## config.mk

```make
export PLATFORM = sky130hd
export DESIGN_NAME = gio_global_pin_control
export DESIGN_NICKNAME = d
export VERILOG_FILES = /design/src/common/gio_pkg.sv /design/src/core/gio_global_pin_control.sv
export SDC_FILE = /design/constraint.sdc
export NUM_CORES = 1
export LEC_CHECK = 0
export BUFFER_PORTS_ARGS = -buffer_cell sky130_fd_sc_hd__buf_2
export CORE_MARGIN = 1
export CORE_UTILIZATION = 58
export CTS_CLUSTER_SIZE = 10
export DETAILED_ROUTE_END_ITERATION = 10
export PLACE_DENSITY = 0.81
export SYNTH_ARGS = -nofsm -noshare
export SYNTH_HDL_FRONTEND = slang
export SYNTH_SLANG_ARGS = --single-unit
```

## constraint.sdc

```tcl
create_clock -name clk -period 4.7 [get_ports clk]
set_input_delay 0.235 -clock clk [delete_from_list [all_inputs] [get_ports clk]]
set_output_delay 0.235 -clock clk [all_outputs]
set_load 0.005 [all_outputs]
```

## src/common/gio_pkg.sv

```systemverilog
// Constants and carrier types for the global pin control block.
// Assumes a 32-bit AXI4-Lite register bus and 30 shareable pins.
package gio_pkg;

    // ------------------------------------------------------------
    // Widths
    // ------------------------------------------------------------
    localparam int unsigned GIO_NPINS = 30;
    localparam int unsigned GIO_AW    = 8;

    // ------------------------------------------------------------
    // Register byte offsets
    // ------------------------------------------------------------
    localparam logic [GIO_AW-1:0] GIO_OFF_OWN   = 8'h00;
    localparam logic [GIO_AW-1:0] GIO_OFF_OE    = 8'h04;
    localparam logic [GIO_AW-1:0] GIO_OFF_OD    = 8'h08;
    localparam logic [GIO_AW-1:0] GIO_OFF_VALUE = 8'h0c;
    localparam logic [GIO_AW-1:0] GIO_OFF_READ  = 8'h10;

    // ------------------------------------------------------------
    // Reset values
    // ------------------------------------------------------------
    localparam logic [GIO_NPINS-1:0] GIO_RST_OWN   = 30'h00000000;
    localparam logic [GIO_NPINS-1:0] GIO_RST_OE    = 30'h00000000;
    localparam logic [GIO_NPINS-1:0] GIO_RST_OD    = 30'h00000000;
    localparam logic [GIO_NPINS-1:0] GIO_RST_VALUE = 30'h00000000;

    // ------------------------------------------------------------
    // Pin bit positions
    // ------------------------------------------------------------
    localparam int unsigned GIO_BIT_PULSE_OUT_0A   = 0;
    localparam int unsigned GIO_BIT_PULSE_OUT_3B   = 7;
    localparam int unsigned GIO_BIT_SYNC           = 8;
    localparam int unsigned GIO_BIT_FAULT_0        = 9;
    localparam int unsigned GIO_BIT_FAULT_2        = 11;
    localparam int unsigned GIO_BIT_EXTERNAL_INTERRUPT = 12;
    localparam int unsigned GIO_BIT_ALERT          = 13;
    localparam int unsigned GIO_BIT_CONTROL        = 14;
    localparam int unsigned GIO_BIT_BUS_DATA       = 15;
    localparam int unsigned GIO_BIT_BUS_CLOCK      = 16;
    localparam int unsigned GIO_BIT_TIMER_PULSE_0  = 17;
    localparam int unsigned GIO_BIT_TIMER_PULSE_1  = 18;
    localparam int unsigned GIO_BIT_TIMER_CAPTURE  = 19;
    localparam int unsigned GIO_BIT_UART_RECEIVE_0 = 20;
    localparam int unsigned GIO_BIT_UART_RECEIVE_1 = 21;
    localparam int unsigned GIO_BIT_UART_TRANSMIT_0 = 22;
    localparam int unsigned GIO_BIT_UART_TRANSMIT_1 = 23;
    localparam int unsigned GIO_BIT_JTAG_TDI       = 24;
    localparam int unsigned GIO_BIT_JTAG_TMS       = 25;
    localparam int unsigned GIO_BIT_JTAG_TDO       = 26;
    localparam int unsigned GIO_BIT_JTAG_TCK       = 27;
    localparam int unsigned GIO_BIT_CONV_TRIGGER   = 28;
    localparam int unsigned GIO_BIT_FAULT_3        = 29;

    // ------------------------------------------------------------
    // AXI response codes
    // ------------------------------------------------------------
    localparam logic [1:0] GIO_RESP_OKAY   = 2'h0;
    localparam logic [1:0] GIO_RESP_SLVERR = 2'h2;

    // ------------------------------------------------------------
    // Carriers
    // ------------------------------------------------------------
    // One group of pad controls: what the pad drives and whether it drives
    typedef struct packed
    {
        logic [GIO_NPINS-1:0] out;
        logic [GIO_NPINS-1:0] oe;
    } gio_pad_drive_t;

    typedef struct packed
    {
        logic [1:0]  resp;
        logic [31:0] data;
    } gio_rd_answer_t;

endpackage : gio_pkg

```

## src/core/gio_global_pin_control.sv

```systemverilog
// Global pin ownership and general purpose control for 30 digital pins.
// Assumes pad inputs are synchronous to clk and that each peripheral
// hands over its own out/oe pair for the pin it shares.
//
// The register offsets and register access over AXI4-Lite are this design's own decisions.
`timescale 1ns/1ps
`default_nettype none

module gio_global_pin_control
    import gio_pkg::*;
(
    input  wire logic                       clk,
    input  wire logic                       rstn,
    // AXI4-Lite slave
    input  wire logic [GIO_AW-1:0]          s_axi_awaddr,
    input  wire logic                       s_axi_awvalid,
    output var  logic                       s_axi_awready,
    input  wire logic [31:0]                s_axi_wdata,
    input  wire logic [3:0]                 s_axi_wstrb,
    input  wire logic                       s_axi_wvalid,
    output var  logic                       s_axi_wready,
    output var  logic [1:0]                 s_axi_bresp,
    output var  logic                       s_axi_bvalid,
    input  wire logic                       s_axi_bready,
    input  wire logic [GIO_AW-1:0]          s_axi_araddr,
    input  wire logic                       s_axi_arvalid,
    output var  logic                       s_axi_arready,
    output var  logic [31:0]                s_axi_rdata,
    output var  logic [1:0]                 s_axi_rresp,
    output var  logic                       s_axi_rvalid,
    input  wire logic                       s_axi_rready,
    // Peripheral side of each shared pin
    input  wire gio_pad_drive_t             periph_drive,
    output var  logic [GIO_NPINS-1:0]       periph_pin_in,
    // Pads
    input  wire logic [GIO_NPINS-1:0]       pad_in,
    output var  gio_pad_drive_t             pad_drive
);

    // ------------------------------------------------------------
    // Register state
    // ------------------------------------------------------------
    logic [GIO_NPINS-1:0] own_r;
    logic [GIO_NPINS-1:0] oe_r;
    logic [GIO_NPINS-1:0] od_r;
    logic [GIO_NPINS-1:0] value_r;
    logic [GIO_NPINS-1:0] pin_level_r;

    // ------------------------------------------------------------
    // Write channel
    // ------------------------------------------------------------
    logic [GIO_AW-1:0] wr_addr_r;
    logic [31:0]       wr_data_r;
    logic [3:0]        wr_strb_r;
    logic              aw_held_r;
    logic              w_held_r;
    logic              wr_fire;

    // Both halves held and no response pending: perform the write
    assign wr_fire = aw_held_r && w_held_r && !s_axi_bvalid;

    always_ff @(posedge clk)
    begin
        if (!rstn)
        begin
            aw_held_r <= 1'b0;
            wr_addr_r <= '0;
        end
        else if (s_axi_awvalid && s_axi_awready)
        begin
            aw_held_r <= 1'b1;
            wr_addr_r <= s_axi_awaddr;
        end
        else if (wr_fire)
        begin
            aw_held_r <= 1'b0;
        end
    end

    always_ff @(posedge clk)
    begin
        if (!rstn)
        begin
            w_held_r  <= 1'b0;
            wr_data_r <= '0;
            wr_strb_r <= '0;
        end
        else if (s_axi_wvalid && s_axi_wready)
        begin
            w_held_r  <= 1'b1;
            wr_data_r <= s_axi_wdata;
            wr_strb_r <= s_axi_wstrb;
        end
        else if (wr_fire)
        begin
            w_held_r <= 1'b0;
        end
    end

    // A half is taken only while none of it is held and no answer is pending,
    // so a second write cannot slip in behind an unread response
    logic aw_held_nxt;
    logic w_held_nxt;
    logic bvalid_nxt;

    always_comb
    begin
        aw_held_nxt = (aw_held_r && !wr_fire) || (s_axi_awvalid && s_axi_awready);
        w_held_nxt  = (w_held_r && !wr_fire) || (s_axi_wvalid && s_axi_wready);
        bvalid_nxt  = wr_fire || (s_axi_bvalid && !s_axi_bready);
    end

    always_ff @(posedge clk)
    begin
        if (!rstn)
        begin
            s_axi_awready <= 1'b0;
        end
        else
        begin
            s_axi_awready <= !aw_held_nxt && !bvalid_nxt;
        end
    end

    always_ff @(posedge clk)
    begin
        if (!rstn)
        begin
            s_axi_wready <= 1'b0;
        end
        else
        begin
            s_axi_wready <= !w_held_nxt && !bvalid_nxt;
        end
    end

    function automatic logic addr_known(input logic [GIO_AW-1:0] a);
        addr_known = (a == GIO_OFF_OWN) || (a == GIO_OFF_OE) || (a == GIO_OFF_OD)
                  || (a == GIO_OFF_VALUE) || (a == GIO_OFF_READ);
    endfunction : addr_known

    // Byte-lane merge of a 30-bit register
    function automatic logic [GIO_NPINS-1:0] merge(
        input logic [GIO_NPINS-1:0] old,
        input logic [31:0]          data,
        input logic [3:0]           strb
    );
        logic [31:0] tmp;
        tmp = {2'h0, old};
        for (int i = 0; i < 4; i++)
        begin
            if (strb[i])
                tmp[i*8 +: 8] = data[i*8 +: 8];
        end
        merge = tmp[GIO_NPINS-1:0];
    endfunction : merge

    always_ff @(posedge clk)
    begin
        if (!rstn)
        begin
            s_axi_bvalid <= 1'b0;
        end
        else
        begin
            s_axi_bvalid <= bvalid_nxt;
        end
    end

    always_ff @(posedge clk)
    begin
        if (!rstn)
        begin
            s_axi_bresp <= GIO_RESP_OKAY;
        end
        else if (wr_fire)
        begin
            // The read register takes no write
            s_axi_bresp <= addr_known(wr_addr_r) && (wr_addr_r != GIO_OFF_READ) ? GIO_RESP_OKAY : GIO_RESP_SLVERR;
        end
    end

    // ------------------------------------------------------------
    // Control registers
    // ------------------------------------------------------------
    always_ff @(posedge clk)
    begin
        if (!rstn)
        begin
            own_r   <= GIO_RST_OWN;
            oe_r    <= GIO_RST_OE;
            od_r    <= GIO_RST_OD;
            value_r <= GIO_RST_VALUE;
        end
        else if (wr_fire)
        begin
            unique case (wr_addr_r)
                GIO_OFF_OWN:   own_r   <= merge(own_r, wr_data_r, wr_strb_r);
                GIO_OFF_OE:    oe_r    <= merge(oe_r, wr_data_r, wr_strb_r);
                GIO_OFF_OD:    od_r    <= merge(od_r, wr_data_r, wr_strb_r);
                GIO_OFF_VALUE: value_r <= merge(value_r, wr_data_r, wr_strb_r);
                default:       ;
            endcase
        end
    end

    // ------------------------------------------------------------
    // Read channel
    // ------------------------------------------------------------
    logic rd_take;

    assign rd_take = s_axi_arvalid && s_axi_arready;

    // One read at a time: the address waits until the answer is taken
    always_ff @(posedge clk)
    begin
        if (!rstn)
        begin
            s_axi_arready <= 1'b0;
        end
        else
        begin
            s_axi_arready <= !s_axi_rvalid && !rd_take;
        end
    end

    always_ff @(posedge clk)
    begin
        if (!rstn)
        begin
            s_axi_rvalid <= 1'b0;
        end
        else if (rd_take)
        begin
            s_axi_rvalid <= 1'b1;
        end
        else if (s_axi_rready)
        begin
            s_axi_rvalid <= 1'b0;
        end
    end

    always_ff @(posedge clk)
    begin
        if (!rstn)
        begin
            s_axi_rresp <= GIO_RESP_OKAY;
        end
        else if (rd_take)
        begin
            s_axi_rresp <= addr_known(s_axi_araddr) ? GIO_RESP_OKAY : GIO_RESP_SLVERR;
        end
    end

    // Data is frozen from one take to the next, so a slow master reads it intact
    always_ff @(posedge clk)
    begin
        if (!rstn)
        begin
            s_axi_rdata <= '0;
        end
        else if (rd_take)
        begin
            unique case (s_axi_araddr)
                GIO_OFF_OWN:   s_axi_rdata <= {2'h0, own_r};
                GIO_OFF_OE:    s_axi_rdata <= {2'h0, oe_r};
                GIO_OFF_OD:    s_axi_rdata <= {2'h0, od_r};
                GIO_OFF_VALUE: s_axi_rdata <= {2'h0, value_r};
                GIO_OFF_READ:  s_axi_rdata <= {2'h0, pin_level_r};
                default:       s_axi_rdata <= 32'h00000000;
            endcase
        end
    end

    // ------------------------------------------------------------
    // Pin muxing
    // ------------------------------------------------------------
    // Only the 30 shareable digital pins exist here; power, analog and
    // reset pads have no path through this block.
    // Bit order of every vector follows the pin map.
    // Per pin: the global value where ownership is set, the peripheral's otherwise
    function automatic logic [GIO_NPINS-1:0] owner_mux(
        input logic [GIO_NPINS-1:0] own,
        input logic [GIO_NPINS-1:0] from_global,
        input logic [GIO_NPINS-1:0] from_periph
    );
        owner_mux = (own & from_global) | (~own & from_periph);
    endfunction : owner_mux

    logic [GIO_NPINS-1:0] glb_out;
    logic [GIO_NPINS-1:0] glb_oe;

    // Open drain only pulls low; a high is released to the pull-up
    assign glb_out = value_r & ~od_r;
    assign glb_oe  = oe_r & (~od_r | ~value_r);

    always_ff @(posedge clk)
    begin
        if (!rstn)
        begin
            pad_drive <= '0;
        end
        else
        begin
            pad_drive.out <= owner_mux(own_r, glb_out, periph_drive.out);
            pad_drive.oe  <= owner_mux(own_r, glb_oe, periph_drive.oe);
        end
    end

    // Level is sampled regardless of owner so firmware may watch any pin
    always_ff @(posedge clk)
    begin
        if (!rstn)
        begin
            pin_level_r <= '0;
        end
        else
        begin
            pin_level_r <= pad_in;
        end
    end

    always_ff @(posedge clk)
    begin
        if (!rstn)
        begin
            periph_pin_in <= '0;
        end
        else
        begin
            periph_pin_in <= pad_in;
        end
    end

endmodule : gio_global_pin_control

`default_nettype wire

```

======== After elaboration in Yosys (flattened, before gate mapping) ========
Index checks and enable logic that the tools add are counted.
word-level totals
  register bits after elaboration ......... 295
  input bits .............................. 149
operators by class
  multiplexer cells ....................... 8
  eq/ne operators ......................... 9
  reductions and logical operators ........ 52
  bitwise operators ....................... 12
operators with widths
  kind                                                   count
  bitwise AND 30 bit                                     6
  case mux 30 bit (5 select lines)                       1
  inverter 30 bit                                        3
  bitwise OR 30 bit                                      3
  AND reduction 3 bit                                    16
  == test 8 x 4 -> 1 bit, second input constant          4
  == test 8 x 3 -> 1 bit, second input constant          2
  == test 8 x 5 -> 1 bit, second input constant          2
  zero test 8 bit                                        2
  logical AND 1 bit                                      12
  logical OR 1 bit                                       11
  zero test 1 bit                                        8
  inequality test 8 x 5 -> 1 bit, second input constant  1
  nonzero test 2 bit                                     3
  2-to-1 mux 1 bit                                       5
  2-to-1 mux 2 bit                                       2

======== Depth between registers and ports, before layout ========
Gate-level depths: netlist (run 1).
  word-level depth ........................ 7
  gate-level depth with buffers ........... 7

======== Worst setup path before layout (run 1) ========
Ideal clock, no wire load.
  path type ............................... register -> register
  start ................................... reg wr_addr_r[1]
  end ..................................... reg own_r[0]
  library setup time ...................... 72 ps
  buffers on the path ..................... 2
  setup slack ............................. 2943 ps
  period minus slack after synthesis ...... 1757 ps
  arrival ................................. 1686 ps
  stages on the path, launching flop included .. 7
  cells stage by stage .................... dfxtp_1 or4_4 nor4_4 buf_6 and3_1 buf_6 mux2i_1
between the ends
  longest elaborated chain between the ends .. 2
ends and longest elaborated chain
  item                                  RTL line                       text
  from (decl)                           gio_global_pin_control.sv:52   logic [GIO_AW-1:0] wr_addr_r;
  from (signal assigned)                gio_global_pin_control.sv:72   wr_addr_r <= s_axi_awaddr;
  zero test 8 bit                       gio_global_pin_control.sv:197  unique case (wr_addr_r)
  AND reduction 3 bit (no source line)  n/a
  to (signal assigned)                  gio_global_pin_control.sv:198  GIO_OFF_OWN: own_r <= merge(own_r, wr_data_r, wr_strb_r);
  to (decl)                             gio_global_pin_control.sv:43   logic [GIO_NPINS-1:0] own_r;
No other way between the ends.
A chain may end at the register's enable or synchronous reset.

======== Final worst setup path (run 1) ========
  start ................................... reg wr_addr_r[1]
  end ..................................... reg own_r[21]
The elaborated chain is that of the path after synthesis.

==> results by group, run 1 <==
Timing
  • Max_slew headroom: 0.273
  • Final min period: 2.48 ns
  • Clock Skews: 0.00917 ns
  • Hold Vio Cnt, Final: 0
  • Unrepaired setup endpoints after global routing: false
  • TNS Setup: 0 ns
  • Slew at the pin with the worst max-slew slack: 1.09 ns
  • Crit share post-route: 0.527
  • Slew Limit Fails: 0
  • Finish-stage setup viols: 0
  • Peak Freq: 0.403 GHz

Finish
  • Final std cells w/o fill: 1,814
  • # nets final: ~1,700
  • Share of cells above drive strength 1: 0.216
  • Area delta synth->final: 24.2%

Critical path
  • Crit path max-delay family: simple AND/OR/NAND/NOR gates
  • Worst-case reg-to-reg path depth: 4
  • Max incr delay on CP: 0.70 ns
  • Arr. time, crit path: about 2.9 ns
  • CP cell instances: or4_4 > nor4_4 > and3_1 > mux2i_1
  • Top fanout value on the critical path: 17
  • CP endpoint kind: flop
  • Worst R2R Setup Slack: around 2.2 ns
  • Critical Path Slowest Stage Cell: and3_1
  • Startpoint types: flop
  • Worst Path Required: 5.12 ns
  • Worst path bufs/invs: 0
  • Logic depth of the worst path, buffers included: 4
  • CP Class: flop to flop

Power and ir drop
  • Flop pwr share: 0.490
  • Switch Pwr: 1.17 mW
  • Switching share of power: 0.220
  • Comb pwr share: 0.073
  • Pwr Density: 363 nW/µm²
  • Peak VDD IR: 0.276 mV
  • Leakage: 5.82 nW
  • Clock power share: 0.438
  • Internal cell power: 4.13 mW

Synthesis
  • Ranking of synthesized cells by area: dfxtp_1 (50%), mux2i_1 (13%), nand2_1 (9.5%)
  • Post-Syn Area per Cell: 9.38 µm²
  • Post-synth top area share: 0.497
  • Synth unique cells: 36
  • Yosys Warn Count: 0
  • Ys flop type: dfxtp_1
  • FFs w/ async S/R, synth: 0
  • Post-synthesis sequential area ratio: 0.497
  • Top-count cell post-synth: nand2_1
  • Synth cell count leaders: nand2_1 (296), dfxtp_1 (291), mux2i_1 (150)
  • Synth Register Bits: 291
  • Cell accounting for the most synthesized area: dfxtp_1
  • Post-synthesis cell count: 1,251
  • EDFF count, synth: 0
  • Post-Syn Area: 11,700 µm²

Routing
  • DR DRC count: 0
  • Starting DRT DRC Count: 768
  • Via count of the routed design: between 10,000 and 15,000
  • Drt first pass iters: 6
  • Final wirelength: 31,700 µm
  • Drt wl/cell: 17.5 µm
  • Avg Vias per Cell: 5.56
  • Antenna-violating nets left: 0

Global route
  • Initial antenna violation count: 3
  • Vias in the first global route: 9,827
  • Gr usage total: 0.305
  • First-pass GRT wire length: 49,400 µm
  • Final global-route overflow total: 0
  • Pin count of the biggest net entering global routing: approximately 200

Floorplanning
  • Die width: 144 µm
  • Number of rows created at floorplan: 51
  • Die area: 20,800 µm²
  • Starting density of the core: 0.597
  • Core area: between 15,000 and 20,000 µm²
  • IO Pins: 280
  • DIE HEIGHT: 144 µm

Placement
  • Hpwl dp: about 19,000 µm
  • # port buffers: 273
  • Gpl congestion: 0.821
  • Placed cells: 1,708

Clock network
  • CTS sink count: about 290
  • TritonCTS Buffers: 35
  • H-Tree Depth: 2
  • Clock root cell: clkbuf_16
  • Resized Gates After CTS: 0
  • Clk slew on worst S/H paths: 0.05 ns
  • CTS max path bufs: 3
  • CTS tree: built
  • Clk_lat worst skew: roughly 0.50 ns

Min path
  • Worst Hold Class: primary input to flop
  • Hold Path Stages: 3

Status
  • Status: finished clean

Job
  • Max Cap Viol: 0
-- logic make-up (layout without fill, tap and decap cells) --
kind of cell    count (synthesis)  count (layout)  synth area share
simple gates                  460             460             0.182
flops                         291             291             0.497
compound gates                230             230             0.141
mux                           150             150             0.128
buf+inv                       119             410            0.0524
other cells                     1               8          0.000320
-- per-layer routing --
metal | global-route usage | routed length, µm | up-vias | share of wire
met2 | 0.511 | 15200 | 441 | 0.48
li1 | - | - | 4864 | -
met3 | 0.0632 | 2730 | 69 | 0.086
met4 | 0.126 | 826 | 0 | 0.026
met1 | 0.382 | 13000 | 4713 | 0.41
met5 | 0 | 0 | - | 0
-- worst register-to-register path, delay by kind of cell, from the launching register on --
| kind | cells | cell delay [ns] |
|---|---|---|
| DFF | 1 | 0.31 |
| muxes | 1 | 0.30 |
| and+or+nand+nor | 3 | 1.79 |
-- what timing repair did --
action,4_1_cts,5_1_grt
hold endpoints to repair,60,0
buffers inserted,0,0
hold buffers,60,0
-- path summary, 6_finish.rpt --
path                              start                         end
min                    periph_drive[59]    pad_drive[59]$_SDFF_PN0_
max reg2reg   wr_addr_r[1]$_SDFFE_PN0P_      own_r[21]$_SDFFE_PN0P_
min reg2reg  wr_data_r[11]$_SDFFE_PN0P_  wr_data_r[11]$_SDFFE_PN0P_
max           wr_addr_r[1]$_SDFFE_PN0P_      own_r[21]$_SDFFE_PN0P_
-- layout make-up --
cell class                 count  area [µm²]
sequential                   291        5830
fill                        1427        5080
clock buffer                  41         941
multi-input combinational    844        5320
antenna                        4        10.0
inverter                      28         105
tap                          265         332
clock inverter                 1        7.51
timing repair buffer         340        2030
-- cells in the final DEF, fill, tap and decap left out, drive strengths merged, types with 3 or more instances in the layout --
| cell | netlist | final |
|---|---|---|
| a21boi | 81 | 81 |
| a21oi | 30 | 30 |
| a222oi | 30 | 30 |
| and2 | 60 | 60 |
| and3 | 17 | 17 |
| buf | 32 | 279 |
| clkbuf | 54 | 42 |
| conb | 1 | 4 |
| dfxtp | 291 | 291 |
| diode | 0 | 4 |
| dlygate4sd3 | 0 | 60 |
| inv | 28 | 28 |
| mux2i | 150 | 150 |
| nand2 | 296 | 296 |
| nand2b | 37 | 37 |
| nand3 | 30 | 30 |
| nand3b | 5 | 5 |
| nor2 | 3 | 3 |
| nor3 | 3 | 3 |
| nor4 | 3 | 3 |
| o21ai | 32 | 32 |
| o22ai | 26 | 26 |
| o2bb2ai | 30 | 30 |
-- sequential cells by signal, indices dropped and copies added, names as in the netlist, 4 cells and up --
name           flops
od_r              30
oe_r              30
own_r             30
pad_drive         60
periph_pin_in     30
s_axi_rdata       30
value_r           30
wr_addr_r          8
wr_data_r         30
wr_strb_r          4
-- power by group through the flow --
stage | Combinational (mW) | Sequential, mW | Clock, mW
floorplan | 0.167 | 2.64 | 0
global placement | 0.333 | 2.64 | 0
detailed placement | 0.340 | 2.64 | 0
CTS | 0.382 | 2.59 | 2.35
global route | 0.425 | 2.60 | 2.46
finish | 0.385 | 2.59 | 2.32
-- metrics by stage --
| step | util | area [µm²] | setup slack, ns | power [mW] | hold WS (ns) |
|---|---|---|---|---|---|
| final | 0.741 | 14600 | 2.22 | 5.29 | 0.000906 |
| after global routing | 0.741 | 14600 | 2.11 | 5.48 | 0.00765 |
| after CTS | 0.741 | 14600 | 2.25 | 5.32 | 0.000251 |
| after detailed placement | 0.662 | 13000 | 2.17 | 2.98 | 0.443 |
| after global placement | 0.662 | 13000 | 2.17 | 2.97 | 0.440 |
| after floorplan | - | 11700 | 2.94 | 2.81 | 0.362 |
No activity file was read; power rests on OpenSTA's default activity.
==> run 2, diff against run 1 <==
Settings changed: CORE_UTILIZATION 58 to 54, PLACE_DENSITY 0.81 to 0.76.
Clock period 4.7 ns to 2.6 ns, I/O delays scaled along.
==> run 2 against run 1 <==
Setup slack worse by 1.8 ns; non-clock buffer count is 56 higher; die area up 7.3%; first-iteration DRC count fell by 8.1%; final area increased by 4.2%; flip-flop and latch count stayed put; highest routed layer unchanged; critical endpoint is now own_r[10]$_SDFFE_PN0P_; largest power group unchanged; via count grew 1.0%; maximum frequency up 13%.
==> results by group, run 2 (synthesis gave the netlist of run 1 again) <==
Global route
  • Vias in the first global route: about 10,000
  • Pin count of the biggest net entering global routing: 124
  • Final global-route overflow total: 0
  • First-pass GRT wire length: 50,100 µm
  • Initial antenna violation count: 3
  • Gr usage total: 0.287

Finish
  • Share of cells above drive strength 1: 0.212
  • Max reg flops: 60
  • Fin util: 0.718
  • Final std cells w/o fill: 1,878
  • Cell area after layout: about 15,000 µm²
  • Multi-input gate area: 5320 µm²
  • Area delta synth->final: 29.5%
  • # nets final: 1,745
  • Most frequent cells in the layout: nand2_1 (295), dfxtp_1 (291), buf_2 (272), mux2i_1 (150), dlygate4sd3_1 (110)
  • Reg area: 5830 µm²
  • Fillers: 1,563
  • Top reg by flops: pad_drive
  • Commonest non-fill, non-tap cell in the layout: nand2_1

Routing
  • Drt wl/cell: around 17 µm
  • Starting DRT DRC Count: 706
  • DR DRC count: 0
  • Antenna-violating nets left: 0
  • Final wirelength: 32,500 µm
  • Via count of the routed design: 10,200
  • Avg Vias per Cell: between 5 and 6
  • Drt first pass iters: 6

Timing
  • Final min period: 2.19 ns
  • Slew Limit Fails: 0
  • Unrepaired setup endpoints after global routing: false
  • TNS Setup: 0 ns
  • WHS: around 0.018 ns
  • Hold Vio Cnt, Final: 0
  • Max_slew headroom: 0.376
  • Finish-stage setup viols: 0
  • Final worst slack: 0.408 ns
  • Crit share post-route: 0.843
  • Clock Skews: 0.00899 ns
  • Slew at the pin with the worst max-slew slack: just over 0.9 ns
  • Peak Freq: ~0.46 GHz

Critical path
  • Top fanout value on the critical path: 17
  • Worst Path Required: 3.01 ns
  • Startpoint types: flop
  • CP Class: flop to flop
  • Worst R2R Setup Slack: 0.41 ns
  • Arr. time, crit path: 2.61 ns
  • CP endpoint kind: flop

Floorplanning
  • Die width: 149 µm
  • Die area: 22,300 µm²
  • Number of rows created at floorplan: 53
  • IO Pins: between 200 and 300
  • Core area: 21,200 µm²
  • Starting density of the core: 0.555
  • DIE HEIGHT: 149 µm

Placement
  • # port buffers: between 200 and 300
  • Hpwl dp: between 15,000 and 20,000 µm
  • Placed cells: approximately 1,700
  • Post-DP Area: 13,100 µm²
  • DP Worst Slack: 0.425 ns
  • Gpl congestion: 0.810

Power and ir drop
  • Total power: 9.66 mW
  • Pwr Density: 636 nW/µm²
  • Peak VDD IR: 0.575 mV
  • Leakage: 6.09 nW

Clock network
  • CTS sink count: ~290
  • Clock root cell: clkbuf_16
  • Clk slew on worst S/H paths: 0.05 ns
  • CTS tree: built
  • Clk_lat worst skew: 0.50 ns
  • TritonCTS Buffers: 35
  • H-Tree Depth: 2
  • Post-CTS Setup Repair Bufs: 0
  • CTS max path bufs: 3

Job
  • Max Cap Viol: 0

Status
  • Status: finished clean

Min path
  • Worst Hold Class: primary input to flop
run 2: changes by cell type in the layout (fill, tap and decap cells not counted):
cell and change:
dlygate4sd3_1 +50, buf_12 +5, buf_4 +1, clkbuf_1 -1, clkinv_4 +1, clkinvlp_4 -1, diode_2 -1
run 2: layer usage:
metal	GRT usage	vias to the layer above	part of all wire
met5	0	-	0
met4	0.0883	0	0.020
met3	0.0547	53	0.073
met2	0.503	394	0.49
met1	0.353	4779	0.41
li1	-	4965	-
run 2: layout make-up:
type | count | share of cell area
flip-flops and latches | 291 | 0.384
multi-input cells | 844 | 0.350
repair buffers | 396 | 0.174
clock buffers | 40 | 0.0617
well taps | 275 | 0.0227
inverters | 28 | 0.00692
clock inverters | 1 | 0.000577
diodes | 3 | 0.000494
run 2: path summary, 6_finish.rpt:
| path | start | end | cells after the start |
|---|---|---|---|
| worst max-delay path | wr_addr_r[1]$_SDFFE_PN0P_ | own_r[10]$_SDFFE_PN0P_ | 5 |
| worst min-delay path | periph_drive[32] | pad_drive[32]$_SDFF_PN0_ | 4 |
| worst max register to register | wr_addr_r[1]$_SDFFE_PN0P_ | own_r[10]$_SDFFE_PN0P_ | 5 |
| worst min register to register | wr_data_r[22]$_SDFFE_PN0P_ | wr_data_r[22]$_SDFFE_PN0P_ | 2 |
run 2: power by group:
| part | switching, mW | internal, mW |
|---|---|---|
| combinational | 0.380 | 0.391 |
| clock | 1.70 | 2.51 |
| sequential | 0.0711 | 4.61 |
| total | 2.15 | 7.51 |
run 2: what timing repair did:
| action | in CTS | in global routing |
|---|---|---|
| hold buffers | 110 | 0 |
| hold endpoints to repair | 110 | 0 |
| gates resized for setup | 0 | 0 |
run 2: worst max-delay path, cell delays in order, from the launching register on:
cell and delay, ns:
dfxtp_1 0.31, or4_4 0.54, nor4_4 0.14, buf_4 0.23, and3_1 0.60, mux2i_1 0.27
==> run 3, diff against run 2 <==
Clock period 2.6 ns to 2.25 ns, I/O delays scaled along.
==> run 3 against run 2 <==
Flip-flop and latch count did not move; final area rose by 1.7%; register-to-register slack got worse by 0.096 ns; setup slack got worse by 0.096 ns; count of clock-buffer cells in the layout did not move; maximum frequency rose by 13%; non-clock buffer count rose by 28; sequential power rose by 16%; critical path type unchanged; critical endpoint is now oe_r[2]$_SDFFE_PN0P_; highest routed layer is now met5.
==> results by group, run 3 (synthesis gave the netlist of run 1 again) <==
Status
  • Status: finished clean

Power and ir drop
  • Leakage: slightly above 6 nW
  • Peak VDD IR: 0.585 mV
  • Pwr Density: 725 nW/µm²

Clock network
  • H-Tree Depth: 2
  • CTS sink count: 291
  • CTS tree: built
  • Resized Gates After CTS: 0
  • TritonCTS Buffers: 35
  • Clock root cell: clkbuf_16
  • Clk_lat worst skew: 0.50 ns
  • Clk slew on worst S/H paths: ~0.050 ns
  • CTS max path bufs: 3

Routing
  • Drt wl/cell: 17.5 µm
  • Antenna-violating nets left: 0
  • DR DRC count: 0
  • Final wirelength: 33,400 µm
  • Starting DRT DRC Count: about 840
  • Drt first pass iters: 6
  • Avg Vias per Cell: roughly 5.4
  • Via count of the routed design: 10,400

Floorplanning
  • Number of rows created at floorplan: 53
  • IO Pins: 280
  • Starting density of the core: 0.555
  • Core area: 21,200 µm²
  • Die area: 22,300 µm²
  • Die width: 149 µm
  • DIE HEIGHT: 149 µm

Finish
  • Max reg flops: 60
  • Top reg by flops: pad_drive
  • Fillers: 1,491
  • # nets final: about 1,800
  • Multi-input gate area: 5320 µm²
  • Cell area after layout: 15,400 µm²
  • Commonest non-fill, non-tap cell in the layout: nand2_1
  • Most frequent cells in the layout: nand2_1 (295), dfxtp_1 (291), buf_2 (272), mux2i_1 (150), dlygate4sd3_1 (123)
  • Reg area: 5830 µm²
  • Fin util: 0.730
  • Area delta synth->final: 31.6%
  • Share of cells above drive strength 1: 0.217

Min path
  • Worst Hold Class: primary input to flop

Global route
  • Final global-route overflow total: 0
  • Initial antenna violation count: 4
  • Pin count of the biggest net entering global routing: 78
  • Gr usage total: 0.297
  • Vias in the first global route: 10,200
  • First-pass GRT wire length: 52,000 µm

Placement
  • Gpl congestion: 0.812
  • Post-DP Area: 13,300 µm²
  • # port buffers: 273
  • Hpwl dp: 19,700 µm
  • DP Worst Slack: around 0.34 ns

Critical path
  • Worst Path Required: ~2.7 ns
  • Max incr delay on CP: 0.54 ns
  • CP Class: flop to flop
  • Worst R2R Setup Slack: 0.31 ns
  • CP endpoint kind: flop
  • Top fanout value on the critical path: 17
  • CP cell instances: or4_4 > nor4_4 > buf_4 > and3_1 > buf_4 > mux2i_1
  • Startpoint types: flop
  • Arr. time, crit path: 2.35 ns
  • Critical Path Slowest Stage Cell: or4_4
  • Cell mode on critical path: buf_4

Timing
  • Final min period: approximately 1.9 ns
  • Peak Freq: 0.516 GHz
  • Clock Skews: slightly below 0.009 ns
  • Slew Limit Fails: 0
  • Final worst slack: about 0.31 ns
  • Max_slew headroom: 0.660
  • Crit share post-route: 0.861
  • TNS Setup: 0 ns
  • Finish-stage setup viols: 0
  • Unrepaired setup endpoints after global routing: false
  • Hold Vio Cnt, Final: 0
  • Slew at the pin with the worst max-slew slack: 0.510 ns

Job
  • Max Cap Viol: 0
==> run 3: cell count changes in the layout (fill, tap and decap cells not counted), sizes merged <==
cell,change
dlygate4sd3,+13
buf,+15
==> run 3: report_power, final <==
| part | internal, mW | leakage (nW) | switching [mW] | total [mW] |
|---|---|---|---|---|
| clock | 2.90 | 0.464 | 1.96 | 4.86 |
| combinational | 0.475 | 3.39 | 0.454 | 0.929 |
| sequential | 5.33 | 2.38 | 0.0821 | 5.41 |
==> run 3: worst max-delay path: cells and delay by family (launching register included) <==
kind                   cells  cell delay (ns)
AND/OR/NAND/NOR            3             0.85
buffers and inverters      2             0.45
flip-flops                 1             0.31
multiplexers               1             0.24
==> run 3: layout make-up <==
class,count,share of cell area
clock buffers,40,0.0607
diodes,3,0.000486
flip-flops and latches,291,0.377
repair buffers,424,0.187
clock inverters,1,0.000567
inverters,28,0.00681
multi-input cells,844,0.345
well taps,275,0.0223
==> run 3: worst paths after layout <==
check / start / end / cells past startpoint
hold / removal: periph_drive[51] / pad_drive[51]$_SDFF_PN0_ / 4
setup reg to reg: wr_addr_r[1]$_SDFFE_PN0P_ / oe_r[2]$_SDFFE_PN0P_ / 6
hold reg to reg: wr_data_r[15]$_SDFFE_PN0P_ / wr_data_r[15]$_SDFFE_PN0P_ / 2
setup / recovery: wr_addr_r[1]$_SDFFE_PN0P_ / oe_r[2]$_SDFFE_PN0P_ / 6
==> run 3: per-stage QoR <==
step           power [mW]  hold slack (ns)  cells
2_1_floorplan        5.86            0.240   1254
5_1_grt              11.6           0.0180   1906
4_1_cts              11.3         0.000597   1903
6_report             11.2          0.00769   1906
3_5_place_dp         6.25            0.321   1739
3_3_place_gp         6.24            0.318   1739
==> run 3: what timing repair did <==
item                                   CTS  global route
buffers inserted                         0             0
hold buffers                           123             0
endpoints found under the hold margin  122             0
==> run 3: per-layer routing <==
layer  up-vias  GRT usage  part of all wire
met5         -          0           0.00039
met4         2      0.122             0.027
met3        69     0.0547             0.070
met2       426      0.507              0.48
met1      4848      0.365              0.42
li1       5026          -                 -
